$ cat src/core/crtc_consts.svh
// constants for the display timing register set
// assumes inclusion by the package and the core module only
`ifndef CRTC_CONSTS_SVH
`define CRTC_CONSTS_SVH
`define CRTC_IDX_HTOTAL 5'h00
`define CRTC_IDX_HDISP 5'h01
`define CRTC_IDX_HSPOS 5'h02
`define CRTC_IDX_SYNCW 5'h03
`define CRTC_IDX_VTOTAL 5'h04
`define CRTC_IDX_VADJ 5'h05
`define CRTC_IDX_VDISP 5'h06
`define CRTC_IDX_VSPOS 5'h07
`define CRTC_IDX_MODE 5'h08
`define CRTC_IDX_MAXSCAN 5'h09
`define CRTC_IDX_CURSTART 5'h0a
`define CRTC_IDX_CUREND 5'h0b
`define CRTC_IDX_STARTH 5'h0c
`define CRTC_IDX_STARTL 5'h0d
`define CRTC_IDX_CURH 5'h0e
`define CRTC_IDX_CURL 5'h0f
`define CRTC_IDX_PENH 5'h10
`define CRTC_IDX_PENL 5'h11
`define CRTC_IDX_SPSTART 5'h12
`define CRTC_IDX_SPEND 5'h13
`define CRTC_IDX_WSTART 5'h14
`define CRTC_IDX_WEND 5'h15
`define CRTC_IDX_LAST 5'h17
`define CRTC_MODE_INTERLACE 1
`define CRTC_MODE_VIDEO 0
`define CRTC_MODE_WSKEW_HI 5
`define CRTC_MODE_WSKEW_LO 4
`define CRTC_MODE_CSKEW_HI 7
`define CRTC_MODE_CSKEW_LO 6
`define CRTC_CUR_PANEL 7
`define CRTC_CUR_BLINK 6
`define CRTC_CUR_RATE 5
`define CRTC_SP_PANELS 7
`define CRTC_BLINK_FAST 5'h0f
`define CRTC_BLINK_SLOW 5'h1f
`define CRTC_VSYNC_FULL 5'h10
`endif

$ cat src/core/crtc_pkg.sv
// types shared by the display timing register set
// assumes crtc_consts.svh sits beside it
`include "crtc_consts.svh"
package crtc_pkg;
  typedef enum logic [1:0] {crtc_cur_steady, crtc_cur_off, crtc_cur_blink16, crtc_cur_blink32} crtc_cur_mode_t;
  typedef logic [7:0] crtc_byte_t;
  typedef logic [15:0] crtc_addr_t;
endpackage : crtc_pkg

$ cat src/core/crtc_timing.sv
// raster timing generator with host-indexed register set
// assumes synchronous host bus sampled on clk, one char time per clk
// What this block does
// - outside lcd mode, mode bits select non-interlace or interlace modes
// - window skew delays display flag zero-two chars
// - cursor skew delays cursor output zero-two chars
// - cursor steady, hidden, blink sixteen or thirtytwo
// - panel select bit puts cursor on lower
// - panel count bit picks one or two
// - shift pulse start field is the first column itself
// - write index first, then access selected register
// - syncs start at programmed place plus one
// - sync widths, vertical zero means sixteen
// - extra scan lines lengthen the frame
// - refresh starts from the start address pair
// - cursor where refresh address equals cursor address
// - pen strobe rising edge captures refresh address
// - window and shift pulse gated by column positions
`timescale 1ns/1ps
`include "crtc_consts.svh"
module crtc_timing (
  // clock and reset
  input wire logic clk,
  input wire logic reset,
  // host bus
  input wire logic chip_select_n,
  input wire logic reg_select,
  input wire logic read_not_write,
  input wire logic access_strobe,
  input wire crtc_pkg::crtc_byte_t write_data,
  output crtc_pkg::crtc_byte_t read_data,
  output logic read_data_oe,
  // mode and pen
  input wire logic lcd_mode,
  input wire logic pen_capture_strobe,
  // display outputs
  output crtc_pkg::crtc_addr_t refresh_addr,
  output logic [4:0] line_addr,
  output logic hsync,
  output logic vsync,
  output logic active_display_flag,
  output logic cursor_window_out,
  output logic column_shift_pulse,
  output logic lower_panel,
  output logic two_panel_mode
);
  import crtc_pkg::*;

  // ==========================================================
  // register file
  logic [4:0] register_index, next_register_index;
  crtc_byte_t regs [0:21];
  crtc_byte_t next_regs [0:21];
  crtc_addr_t pen_capture, next_pen_capture;
  logic pen_prev, next_pen_prev;
  logic bus_write, bus_read;

  function automatic logic idx_readable(input logic [4:0] i);
    idx_readable = (i >= `CRTC_IDX_STARTH) && (i <= `CRTC_IDX_WEND);
  endfunction : idx_readable

  assign bus_write = access_strobe && !chip_select_n && !read_not_write;
  assign bus_read = access_strobe && !chip_select_n && read_not_write && reg_select;

  always_comb
  begin
    next_register_index = register_index;
    for (int i = 0; i < 22; i++)
    begin
      next_regs[i] = regs[i];
    end
    next_pen_prev = pen_capture_strobe;
    next_pen_capture = pen_capture;
    if (pen_capture_strobe && !pen_prev)
    begin
      next_pen_capture = refresh_addr;
    end
    if (bus_write && !reg_select)
    begin
      next_register_index = write_data[4:0];
    end
    else if (bus_write && register_index <= `CRTC_IDX_WEND && register_index != `CRTC_IDX_PENH
             && register_index != `CRTC_IDX_PENL)
    begin
      next_regs[register_index] = write_data;
    end
  end

  always_ff @(posedge clk or posedge reset)
  begin
    if (reset)
    begin
      register_index <= 5'h00;
      for (int i = 0; i < 22; i++)
      begin
        regs[i] <= 8'h00;
      end
      pen_capture <= 16'h0000;
      pen_prev <= 1'b0;
    end
    else
    begin
      register_index <= next_register_index;
      for (int i = 0; i < 22; i++)
      begin
        regs[i] <= next_regs[i];
      end
      pen_capture <= next_pen_capture;
      pen_prev <= next_pen_prev;
    end
  end

  // read path: registered data, zero for write-only or unused slots
  crtc_byte_t next_read_data;
  always_comb
  begin
    next_read_data = 8'h00;
    if (bus_read && idx_readable(register_index))
    begin
      if (register_index == `CRTC_IDX_PENH)
      begin
        next_read_data = pen_capture[15:8];
      end
      else if (register_index == `CRTC_IDX_PENL)
      begin
        next_read_data = pen_capture[7:0];
      end
      else
      begin
        next_read_data = regs[register_index];
      end
    end
  end

  always_ff @(posedge clk or posedge reset)
  begin
    if (reset)
    begin
      read_data <= 8'h00;
    end
    else
    begin
      read_data <= next_read_data;
    end
  end
  assign read_data_oe = access_strobe && !chip_select_n && read_not_write;

  // ==========================================================
  // field decode
  logic [1:0] wskew, cskew;
  logic interlace, int_video, panel_sel, two_panel;
  logic [4:0] max_line, cur_first, cur_last, vadj;
  logic [4:0] vsync_lines;
  logic [3:0] hsync_chars;
  crtc_cur_mode_t cur_mode;
  assign interlace = !lcd_mode && regs[`CRTC_IDX_MODE][`CRTC_MODE_INTERLACE];
  assign int_video = interlace && regs[`CRTC_IDX_MODE][`CRTC_MODE_VIDEO];
  assign wskew = {regs[`CRTC_IDX_MODE][`CRTC_MODE_WSKEW_HI], regs[`CRTC_IDX_MODE][`CRTC_MODE_WSKEW_LO]};
  assign cskew = {regs[`CRTC_IDX_MODE][`CRTC_MODE_CSKEW_HI], regs[`CRTC_IDX_MODE][`CRTC_MODE_CSKEW_LO]};
  assign cur_mode = crtc_cur_mode_t'({regs[`CRTC_IDX_CURSTART][`CRTC_CUR_BLINK],
                                      regs[`CRTC_IDX_CURSTART][`CRTC_CUR_RATE]});
  assign cur_first = regs[`CRTC_IDX_CURSTART][4:0];
  assign cur_last = regs[`CRTC_IDX_CUREND][4:0];
  assign panel_sel = regs[`CRTC_IDX_CURSTART][`CRTC_CUR_PANEL];
  assign two_panel = regs[`CRTC_IDX_SPSTART][`CRTC_SP_PANELS];
  assign max_line = regs[`CRTC_IDX_MAXSCAN][4:0];
  assign vadj = regs[`CRTC_IDX_VADJ][4:0];
  assign hsync_chars = regs[`CRTC_IDX_SYNCW][3:0];
  assign vsync_lines = (regs[`CRTC_IDX_SYNCW][7:4] == 4'h0) ? `CRTC_VSYNC_FULL
                       : {1'b0, regs[`CRTC_IDX_SYNCW][7:4]};
  assign two_panel_mode = lcd_mode && two_panel;

  // ==========================================================
  // counters
  logic [7:0] hcount, next_hcount, row, next_row;
  logic [4:0] line, next_line, hs_cnt, next_hs_cnt, vs_cnt, next_vs_cnt;
  logic in_adj, next_in_adj, field, next_field;
  logic [4:0] frames, next_frames;
  crtc_addr_t row_base, next_row_base, addr, next_addr;
  logic line_end, row_end, frame_end;
  logic [4:0] row_last_line;

  // interlace sync and video steps two lines per scan
  assign row_last_line = in_adj ? vadj - 5'h01 : max_line;
  assign line_end = (hcount == regs[`CRTC_IDX_HTOTAL]);
  assign row_end = line_end && (int_video ? (line >= row_last_line - 5'h01) : (line == row_last_line));
  assign frame_end = row_end && (in_adj || (row == regs[`CRTC_IDX_VTOTAL] && vadj == 5'h00));

  always_comb
  begin
    next_hcount = line_end ? 8'h00 : hcount + 8'h01;
    next_line = line;
    next_row = row;
    next_in_adj = in_adj;
    next_field = field;
    next_frames = frames;
    next_row_base = row_base;
    next_addr = addr + 16'h0001;
    next_hs_cnt = (hs_cnt != 5'h00) ? hs_cnt - 5'h01 : 5'h00;
    next_vs_cnt = vs_cnt;
    if (hcount == regs[`CRTC_IDX_HSPOS] && hsync_chars != 4'h0)
    begin
      next_hs_cnt = {1'b0, hsync_chars};
    end
    if (line_end)
    begin
      next_addr = row_base;
      next_line = int_video ? line + 5'h02 : line + 5'h01;
      if (vs_cnt != 5'h00)
      begin
        next_vs_cnt = vs_cnt - 5'h01;
      end
      if (line == 5'h00 && !in_adj && row == regs[`CRTC_IDX_VSPOS])
      begin
        next_vs_cnt = vsync_lines;
      end
      if (row_end)
      begin
        next_line = (int_video && field) ? 5'h01 : 5'h00;
        next_row = row + 8'h01;
        next_row_base = row_base + {8'h00, regs[`CRTC_IDX_HDISP]};
        next_addr = next_row_base;
        if (!in_adj && row == regs[`CRTC_IDX_VTOTAL] && vadj != 5'h00)
        begin
          next_in_adj = 1'b1;
        end
      end
      if (frame_end)
      begin
        next_row = 8'h00;
        next_in_adj = 1'b0;
        next_field = interlace ? !field : 1'b0;
        next_line = (int_video && !field) ? 5'h01 : 5'h00;
        next_frames = frames + 5'h01;
        next_row_base = {regs[`CRTC_IDX_STARTH], regs[`CRTC_IDX_STARTL]};
        next_addr = next_row_base;
      end
    end
  end

  always_ff @(posedge clk or posedge reset)
  begin
    if (reset)
    begin
      hcount <= 8'h00;
      line <= 5'h00;
      row <= 8'h00;
      in_adj <= 1'b0;
      field <= 1'b0;
      frames <= 5'h00;
      row_base <= 16'h0000;
      addr <= 16'h0000;
      hs_cnt <= 5'h00;
      vs_cnt <= 5'h00;
    end
    else
    begin
      hcount <= next_hcount;
      line <= next_line;
      row <= next_row;
      in_adj <= next_in_adj;
      field <= next_field;
      frames <= next_frames;
      row_base <= next_row_base;
      addr <= next_addr;
      hs_cnt <= next_hs_cnt;
      vs_cnt <= next_vs_cnt;
    end
  end

  // ==========================================================
  // window, cursor and skew
  logic disp_raw, cur_raw, blink_on, cur_line_ok, sp_raw;
  logic [1:0] disp_dly, cur_dly;
  logic next_active, next_cursor;
  assign disp_raw = (hcount >= regs[`CRTC_IDX_WSTART]) && (hcount <= regs[`CRTC_IDX_WEND])
                    && (hcount < regs[`CRTC_IDX_HDISP]) && !in_adj
                    && (row < regs[`CRTC_IDX_VDISP]);
  assign sp_raw = (hcount >= {1'b0, regs[`CRTC_IDX_SPSTART][6:0]})
                  && (hcount <= regs[`CRTC_IDX_SPEND]) && !in_adj;
  always_comb
  begin
    unique case (cur_mode)
      crtc_cur_steady: blink_on = 1'b1;
      crtc_cur_off: blink_on = 1'b0;
      crtc_cur_blink16: blink_on = ((frames & `CRTC_BLINK_FAST) < 5'h08);
      crtc_cur_blink32: blink_on = ((frames & `CRTC_BLINK_SLOW) < 5'h10);
    endcase
  end
  assign cur_line_ok = (line >= cur_first) && (line <= cur_last);
  assign cur_raw = disp_raw && blink_on && cur_line_ok
                   && (addr == {regs[`CRTC_IDX_CURH], regs[`CRTC_IDX_CURL]});

  always_comb
  begin
    unique case (wskew)
      2'b01: next_active = disp_dly[0];
      2'b10: next_active = disp_dly[1];
      default: next_active = disp_raw;
    endcase
    unique case (cskew)
      2'b01: next_cursor = cur_dly[0];
      2'b10: next_cursor = cur_dly[1];
      default: next_cursor = cur_raw;
    endcase
  end

  always_ff @(posedge clk or posedge reset)
  begin
    if (reset)
    begin
      disp_dly <= 2'b00;
      cur_dly <= 2'b00;
      active_display_flag <= 1'b0;
      cursor_window_out <= 1'b0;
      column_shift_pulse <= 1'b0;
      hsync <= 1'b0;
      vsync <= 1'b0;
      refresh_addr <= 16'h0000;
      line_addr <= 5'h00;
      lower_panel <= 1'b0;
    end
    else
    begin
      disp_dly <= {disp_dly[0], disp_raw};
      cur_dly <= {cur_dly[0], cur_raw};
      active_display_flag <= next_active;
      cursor_window_out <= next_cursor;
      column_shift_pulse <= lcd_mode && sp_raw;
      hsync <= (hs_cnt != 5'h00);
      vsync <= (vs_cnt != 5'h00);
      refresh_addr <= addr;
      line_addr <= line;
      lower_panel <= two_panel_mode && panel_sel;
    end
  end

  // ==========================================================
  // checks
  a_index_write: assert property (@(posedge clk) disable iff (reset)
    (bus_write && !reg_select) |=> (register_index == $past(write_data[4:0])))
    else $error("index not loaded");
  a_wo_reads_zero: assert property (@(posedge clk) disable iff (reset)
    (bus_read && !idx_readable(register_index)) |=> (read_data == 8'h00))
    else $error("write-only read not zero");
  a_pen_capture: assert property (@(posedge clk) disable iff (reset)
    (pen_capture_strobe && !pen_prev) |=> (pen_capture == $past(refresh_addr)))
    else $error("pen capture missed");
  a_no_skew: assert property (@(posedge clk) disable iff (reset)
    (wskew == 2'b00) |=> (active_display_flag == $past(disp_raw)))
    else $error("display flag skew wrong");
  a_cursor_skew: assert property (@(posedge clk) disable iff (reset)
    (cskew == 2'b10 && $stable(cskew)) |=> (cursor_window_out == $past(cur_raw, 3)))
    else $error("cursor skew wrong");
  a_cursor_hidden: assert property (@(posedge clk) disable iff (reset)
    (cur_mode == crtc_cur_off) |-> !cur_raw)
    else $error("hidden cursor shown");
  a_cursor_lines: assert property (@(posedge clk) disable iff (reset)
    cur_raw |-> (line >= cur_first && line <= cur_last))
    else $error("cursor outside lines");
  a_hsync_start: assert property (@(posedge clk) disable iff (reset)
    (hcount == regs[`CRTC_IDX_HSPOS] && hsync_chars == 4'h1) |=> ##1 hsync ##1 !hsync)
    else $error("hsync width one wrong");
  a_frame_start: assert property (@(posedge clk) disable iff (reset)
    frame_end |=> (addr == $past({regs[`CRTC_IDX_STARTH], regs[`CRTC_IDX_STARTL]})))
    else $error("frame start address wrong");
  a_lcd_noninterlace: assert property (@(posedge clk) disable iff (reset)
    lcd_mode |-> !interlace)
    else $error("interlace in lcd mode");
endmodule : crtc_timing

$ cat config.mk
export PLATFORM = sky130hd
export DESIGN_NAME = crtc_timing
export DESIGN_NICKNAME = d
export VERILOG_FILES = /design/src/core/crtc_pkg.sv /design/src/core/crtc_timing.sv
export VERILOG_INCLUDE_DIRS = /design/src /design/src/core
export SDC_FILE = /design/constraint.sdc
export NUM_CORES = 1
export LEC_CHECK = 0
export BUFFER_PORTS_ARGS = -buffer_cell sky130_fd_sc_hd__buf_4
export CORE_MARGIN = 4
export CORE_UTILIZATION = 57
export DETAILED_ROUTE_END_ITERATION = 8
export HOLD_SLACK_MARGIN = 0.08
export PLACE_DENSITY_LB_ADDON = 0.1
export SYNTH_ARGS = -nofsm -noshare
export SYNTH_HDL_FRONTEND = slang
export SYNTH_SLANG_ARGS = --single-unit
$ cat constraint.sdc
create_clock -name clk -period 8.9 [get_ports clk]
set_input_delay 0.89 -clock clk [delete_from_list [all_inputs] [get_ports clk]]
set_output_delay 0.89 -clock clk [all_outputs]
set_load 0.005 [all_outputs]
== Word-level counts from Yosys, hierarchy flattened ==
Index checks and enable logic that the tools add are counted.

* Register bits: 307
* Word-level logic and storage cells: 186
* Input bits: 16
* Output and inout bits: 37

* Muxes and demuxes: 34
* Reductions and logical operators: 61
* $lt $le $gt $ge: 15
* Equality and inequality tests: 17
* $add $sub $neg: 11
* Bitwise gates (word level): 2

{| class="wikitable"
|+ Operators by type and width
! operator !! number
|-
| 176-bit bitwise mux || 1
|-
| 8-bit 2-to-1 mux || 9
|-
| 16-bit 2-to-1 mux || 3
|-
| 5-bit 2-to-1 mux || 9
|-
| 8-bit binary-select mux with 5-bit select || 1
|-
| 8-bit demux with 5-bit select || 1
|-
| 1-bit logical AND || 37
|-
| 8-bit equality test || 4
|-
| 5-bit by 1-bit subtractor with 5-bit output (second input constant) || 4
|-
| 16-bit by 1-bit adder with 16-bit output (second input constant) || 1
|-
| 16-bit by 8-bit adder with 16-bit output || 1
|-
| 8-bit by 1-bit adder with 8-bit output (second input constant) || 2
|-
| 16-bit equality test || 1
|-
| 8-bit less-or-equal comparator || 2
|-
| 8-bit < comparator || 2
|-
| 5-bit nonzero test || 3
|-
| 5-bit by 1-bit adder with 5-bit output (second input constant) || 2
|-
| 5-bit equality test (second input constant) || 2
|-
| 5-bit >= comparator || 2
|-
| 5-bit logical NOT || 2
|-
| 5-bit inequality test (second input constant) || 2
|-
| 2-bit equality test (second input constant) || 4
|-
| 8-bit by 7-bit >= comparator with 1-bit output || 1
|-
| 8-bit >= comparator || 1
|-
| 23 further kinds || 43
|}

== Logic depth before layout (Yosys ltp) ==
* Word-level depth: 9
* Gate-level depth with buffers: 17
* Mapped depth without buffers: 15

== Least setup slack after synthesis ==
Ideal clock, no wire load.

* Kind: reg2reg
* Start point: register regs[128] in the netlist's numbering
* End point: register addr[8]
* Stages on the path, launching flop included: 17
* Required time: 8.775 ns
* Setup time: 0.125 ns
* Path buffers: 2
* Setup slack: 5.633 ns
* Clock period less this slack: 3.267 ns
* Arrival time: 3.142 ns
* Cells stage by stage: dfrtp_1 > inv_1 > ha_1 > and2_1 > or2_2 > ha_1 > nand2_1 > nor2_1 > xnor2_1 > ha_1 > a211oi_1 > o21ai_0 > and3_1 > buf_6 > buf_6 > a22o_1 > mux2_2

* Word-level cells in the longest chain between the ends: 9
* Elaborated cells on any way between the ends: 14
* Those cells by class: add/sub (2); order compare (1); eq/ne (1); mux (5); reduce/logical (5)

{| class="wikitable"
|+ RTL lines
! item !! line !! source
|-
| start: declaration || crtc_timing.sv:52 || <nowiki>crtc_byte_t regs [0:21];</nowiki>
|-
| start signal: indexed assignment || crtc_timing.sv:106 || <nowiki>regs[i] <= next_regs[i];</nowiki>
|-
| 5-bit by 1-bit subtractor with 5-bit output || crtc_timing.sv:184 || <nowiki>assign row_last_line = in_adj ? vadj - 5'h01 : max_line;</nowiki>
|-
| 5-bit 2-to-1 mux || crtc_timing.sv:184 ||
|-
| 5-bit by 1-bit subtractor with 5-bit output || crtc_timing.sv:186 || <nowiki>assign row_end = line_end && (int_video ? (line >= row_last_line - 5'h01) : (line == row_last_line));</nowiki>
|-
| 5-bit >= comparator || crtc_timing.sv:186 ||
|-
| 1-bit 2-to-1 mux || crtc_timing.sv:186 ||
|-
| 1-bit logical AND || crtc_timing.sv:186 ||
|-
| 16-bit 2-to-1 mux / 1-bit logical AND (equally long branches) || -- ||
|-
| 16-bit 2-to-1 mux (*) || -- ||
|-
| 16-bit 2-to-1 mux (*) || crtc_timing.sv:205 || <nowiki>if (line_end)</nowiki>
|-
| via next_addr[8] || crtc_timing.sv:179 || <nowiki>crtc_addr_t row_base, next_row_base, addr, next_addr;</nowiki>
|-
| end signal: assignment || crtc_timing.sv:265 || <nowiki>addr <= next_addr;</nowiki>
|-
| end: declaration || crtc_timing.sv:179 ||
|}

The timed path passes the listed nets; every way through them passes the cells marked *.
A chain may end at the register's enable or synchronous reset.

== Worst setup path after layout ==
* Start point: register regs[128] in the netlist's numbering
* End point: register frames[4]

* Word-level cells in the longest chain between the ends: 8
* Elaborated cells on any way between the ends: 12
* Those cells by class: add/sub (2); order compare (1); eq/ne (1); mux (2); reduce/logical (6)

{| class="wikitable"
|+ RTL lines
! item !! line !! source
|-
| 5-bit by 1-bit subtractor with 5-bit output || crtc_timing.sv:184 ||
|-
| 5-bit 2-to-1 mux || crtc_timing.sv:184 ||
|-
| 5-bit by 1-bit subtractor with 5-bit output || crtc_timing.sv:186 ||
|-
| 5-bit >= comparator || crtc_timing.sv:186 ||
|-
| 1-bit 2-to-1 mux || crtc_timing.sv:186 ||
|-
| 1-bit logical AND || crtc_timing.sv:186 ||
|-
| 1-bit logical AND (*) || crtc_timing.sv:187 || <nowiki>assign frame_end = row_end && (in_adj || (row == regs[`CRTC_IDX_VTOTAL] && vadj == 5'h00));</nowiki>
|-
| 2-bit AND reduction (no line) (*) || -- ||
|-
| end signal: assignment || crtc_timing.sv:263 || <nowiki>frames <= next_frames;</nowiki>
|-
| end: declaration || crtc_timing.sv:178 || <nowiki>logic [4:0] frames, next_frames;</nowiki>
|}

Mark *: on every way between the ends. The rest lies on a longest branch, timed or not.

==> flow_metrics.tcl <==
set metrics [dict create \
    status "completed" \
    cts_tree "done" \
    fin_util_pct 65.11 \
    timing.rr.start "regs[128]$_DFFE_PP0P_" \
    fillers 2172 \
    r2r_cells 15 \
    intPower_mw 3.390 \
    synth-seq-cells 297 \
    crit_top_cell "ha_1" \
    met2_length_um 19010 \
    cts_buffer_depth 3 \
    path_class "reg2reg" \
    p_clk_share_pct 28.0 \
    wl_met1_um 18080 \
    r2r_setup_slack_ns 4.96 \
    p_sw_share_pct 35.53 \
    rows 60 \
    post_cts_buffers 0 \
    yosysMostFrequentCell "dfrtp_1" \
    dieArea_um2 30620 \
    crit_path_top_delay_cell "nand3_1" \
    ant_nets 0 \
    wirelength_um 42550 \
    dp.cells 1782 \
    p_comb_share_pct 32.2 \
    drtPass1Iterations 8 \
    report.final.setup_viol 0 \
    setup_tns_ns 0 \
    async_flop_share_pct 100.0 \
    synthCells 1421 \
    ctsHoldBuffers 0 \
    clock.fmax_ghz 0.2536 \
    grt_antenna_before_repair 0 \
    final_cell_count_no_fill 1841 \
    place_congestion 0.9247 \
    start_util_pct 58.48 \
    route.detailed.wl_per_inst_um 23.11 \
    finalClockSkew_ns 0.01563 \
    vias 11271 \
    period_needed_ns 3.943 \
    seq_area_frac_synth_pct 46.76 \
    critPathMaxFanout 15 \
    dieHeight_um 175.0 \
    peakVddDrop_uv 171.3 \
    netlist.area_leader.share_pct 46.76 \
    hp-class "reg2reg" \
    coreArea_um2 27180 \
    dp_hpwl_um 29850 \
    crit_path_end_kind "flip-flop" \
    slowest_delay_ns 0.55 \
    relSlewSlack_pct 31.93 \
    cp.required_ns 9.30 \
    min_path_cells 0 \
    cts_resized 0 \
    clock_latency_ns 0.53 \
    wl_met3_um 3665 \
    powerDensity_nw_per_um2 297.1 \
    final_nets 1548 \
    cp_top_family "simple AND/OR/NAND/NOR gates" \
    clock_tree.htree_level_count 2 \
    synth_nets 1522 \
    synthTopCellsByCount "297 x dfrtp_1, 164 x mux2_2, 122 x nand2_1" \
    io_buffers 52 \
    cts.sinks 297 \
    path_depth 15 \
    grt_pass1_wl_um 66750 \
    worst_slew_pin_slew_ns 1.012 \
    numCtsBuffers 35 \
    areaGrowthSynthToFinish_pct 11.34 \
    cp-start-kind "flip-flop" \
    min_from "regs[47]$_DFFE_PP0P_" \
    period_share_pct 44.31 \
    synth.yosys.warnings 0 \
    p_leak_nw 8.438 \
    avgSynthCellArea_um2 11.18 \
    highest_layer "met4" \
    reg2reg_to "frames[4]$_DFFE_PP0P_" \
    final_hold_viol_count 0 \
    layout-drive-gt1-share_pct 22.89 \
    synth_edf_count 0 \
    crit_buf_inv 1 \
    arrival_ns 4.34 \
    drc 0 \
    overflow 0 \
    grt_start_max_net_pins 179 \
    synth.lib_cells_used.distinct 70 \
    synthTopCellsByArea "dfrtp_1 47%, mux2_2 12%, ha_1 6.6%" \
    grtUsageTotal_pct 28.30 \
    drt_iter0_drc 1149 \
    num_io_pins 53 \
    report.final.slew_viol_count 0 \
    vias_per_cell 6.122 \
    p_sw_mw 1.868 \
    synth_area_um2 15890 \
    die_w_um 175.0 \
    synth-main-ff-cell "dfrtp_1" \
    maxCapViolCount 0 \
    path_cells "inv_1 -> ha_1 -> and2_1 -> or2_2 -> ha_1 -> nand2_1 -> nor2_1 -> xnor2_1 -> ha_1 -> nand2_1 -> o21ai_0 -> nand3_1 -> nor2_1 -> nand4_1 -> xnor2_1" \
    cts-root-buf "clkbuf_16" \
    rsz0062_at_grt "false" \
    power_frac_seq_pct 39.8 \
    yosysTopAreaCell "dfrtp_1" \
    whs_endpoint "regs[47]$_DFFE_PP0P_" \
    grt_pass1_vias 11341 \
    clk_pin_slew_ns 0.06 \
]
[power by group through the flow]
stage / Clock [mW] / Combinational [mW] / Sequential (mW)
floorplan: 0 / 1.31 / 1.90
global placement: 0 / 1.65 / 2.10
detailed placement: 0 / 1.68 / 2.11
CTS: 1.49 / 1.69 / 2.08
global route: 1.55 / 1.90 / 2.14
finish: 1.47 / 1.69 / 2.09
[through the flow]
step	power [mW]	area (µm²)	setup WS, ns	hold slack (ns)
finish	5.258	17690	4.957	0.3695
global route	5.593	17690	4.601	0.3819
CTS	5.269	17690	4.984	0.3761
detailed placement	3.788	16520	4.983	0.3635
global placement	3.743	16520	5.103	0.3615
floorplan	3.211	15900	4.065	0.3540
[placed cells by master (no fill, tap or decap), types with 6 or more instances in the layout]
cell         n
o22ai_1     13
o31ai_1      6
mux2_2     164
nor2b_1     12
nand4_1     12
a22oi_1      6
xor2_1      47
mux4_2      40
nand2_1    122
and3_1      19
a31oi_1      9
dfrtp_1    295
xnor2_1     45
nor2_1      76
inv_1       79
o21ai_0     88
nand3_1     36
a21o_1      20
clkbuf_1     6
a21oi_1     41
buf_4       62
nor4_1      12
nand2b_1    13
clkbuf_16   36
a211oi_1     9
nor3_1      22
o21a_1      14
ha_1        84
[cell families (layout without fill, tap and decap cells)]
kind of cell,count (synthesis),count (layout),synth area share [%]
other,0,1,0
buffers and inverters,155,202,4.015
xor gates and xnor gates,93,93,5.220
muxes,207,207,17.51
AOI/OAI and AO/OA,237,237,9.314
DFF,297,297,46.76
and+or+nand+nor,347,347,10.44
adders and majority gates,85,85,6.739
[final cells by class]
cell class              instances  area, µm²  share of cell area [%]
multi-input cells             969       7823                   44.21
inverters                      81      307.8                   1.739
repair buffers                 63      485.5                   2.744
well taps                     372      465.4                   2.630
clock inverters                11      181.4                   1.025
clock buffers                  47      992.2                   5.607
diodes                          1      2.502                 0.01414
flip-flops and latches        297       7437                   42.03
[flip-flops by register name, indices dropped and copies added (netlist names), 2 cells and up]
| register | cells |
|---|---|
| regs | 142 |
| addr | 16 |
| pen_capture | 16 |
| refresh_addr | 16 |
| row_base | 16 |
| hcount | 8 |
| read_data | 8 |
| row | 8 |
| cur_first | 5 |
| cur_last | 5 |
| frames | 5 |
| hs_cnt | 5 |
| line | 5 |
| line_addr | 5 |
| max_line | 5 |
| register_index | 5 |
| vs_cnt | 5 |
| hsync_chars | 4 |
| cskew | 2 |
| cur_dly | 2 |
| cur_mode | 2 |
| disp_dly | 2 |
[worst max path at each step]
stage	to	slack, ns	start
5_1_grt	frames[4]$_DFFE_PP0P_	4.60	regs[128]$_DFFE_PP0P_
4_1_cts	frames[4]$_DFFE_PP0P_	4.98	regs[128]$_DFFE_PP0P_
2_1_floorplan	active_display_flag$_DFF_PP0_	4.06	reset
3_3_place_gp	frames[4]$_DFFE_PP0P_	5.10	regs[128]$_DFFE_PP0P_
6_report	frames[4]$_DFFE_PP0P_	4.96	regs[128]$_DFFE_PP0P_
3_5_place_dp	frames[4]$_DFFE_PP0P_	4.98	regs[128]$_DFFE_PP0P_
[routing by layer]
metal  GRT usage, %  up-vias
li1               -     5101
met1          39.51     5633
met2          42.59      440
met3          7.486       97
met4          11.36        0
met5              0        -
[worst reg2reg max path: stages, from the launching register on]
cell     delay [ns]
dfrtp_1        0.46
inv_1          0.09
ha_1           0.29
and2_1         0.16
or2_2          0.29
ha_1           0.21
nand2_1        0.07
nor2_1         0.05
xnor2_1        0.14
ha_1           0.29
nand2_1        0.06
o21ai_0        0.37
nand3_1        0.55
nor2_1         0.47
nand4_1        0.17
xnor2_1        0.15
No activity file was read; power rests on OpenSTA's default activity.
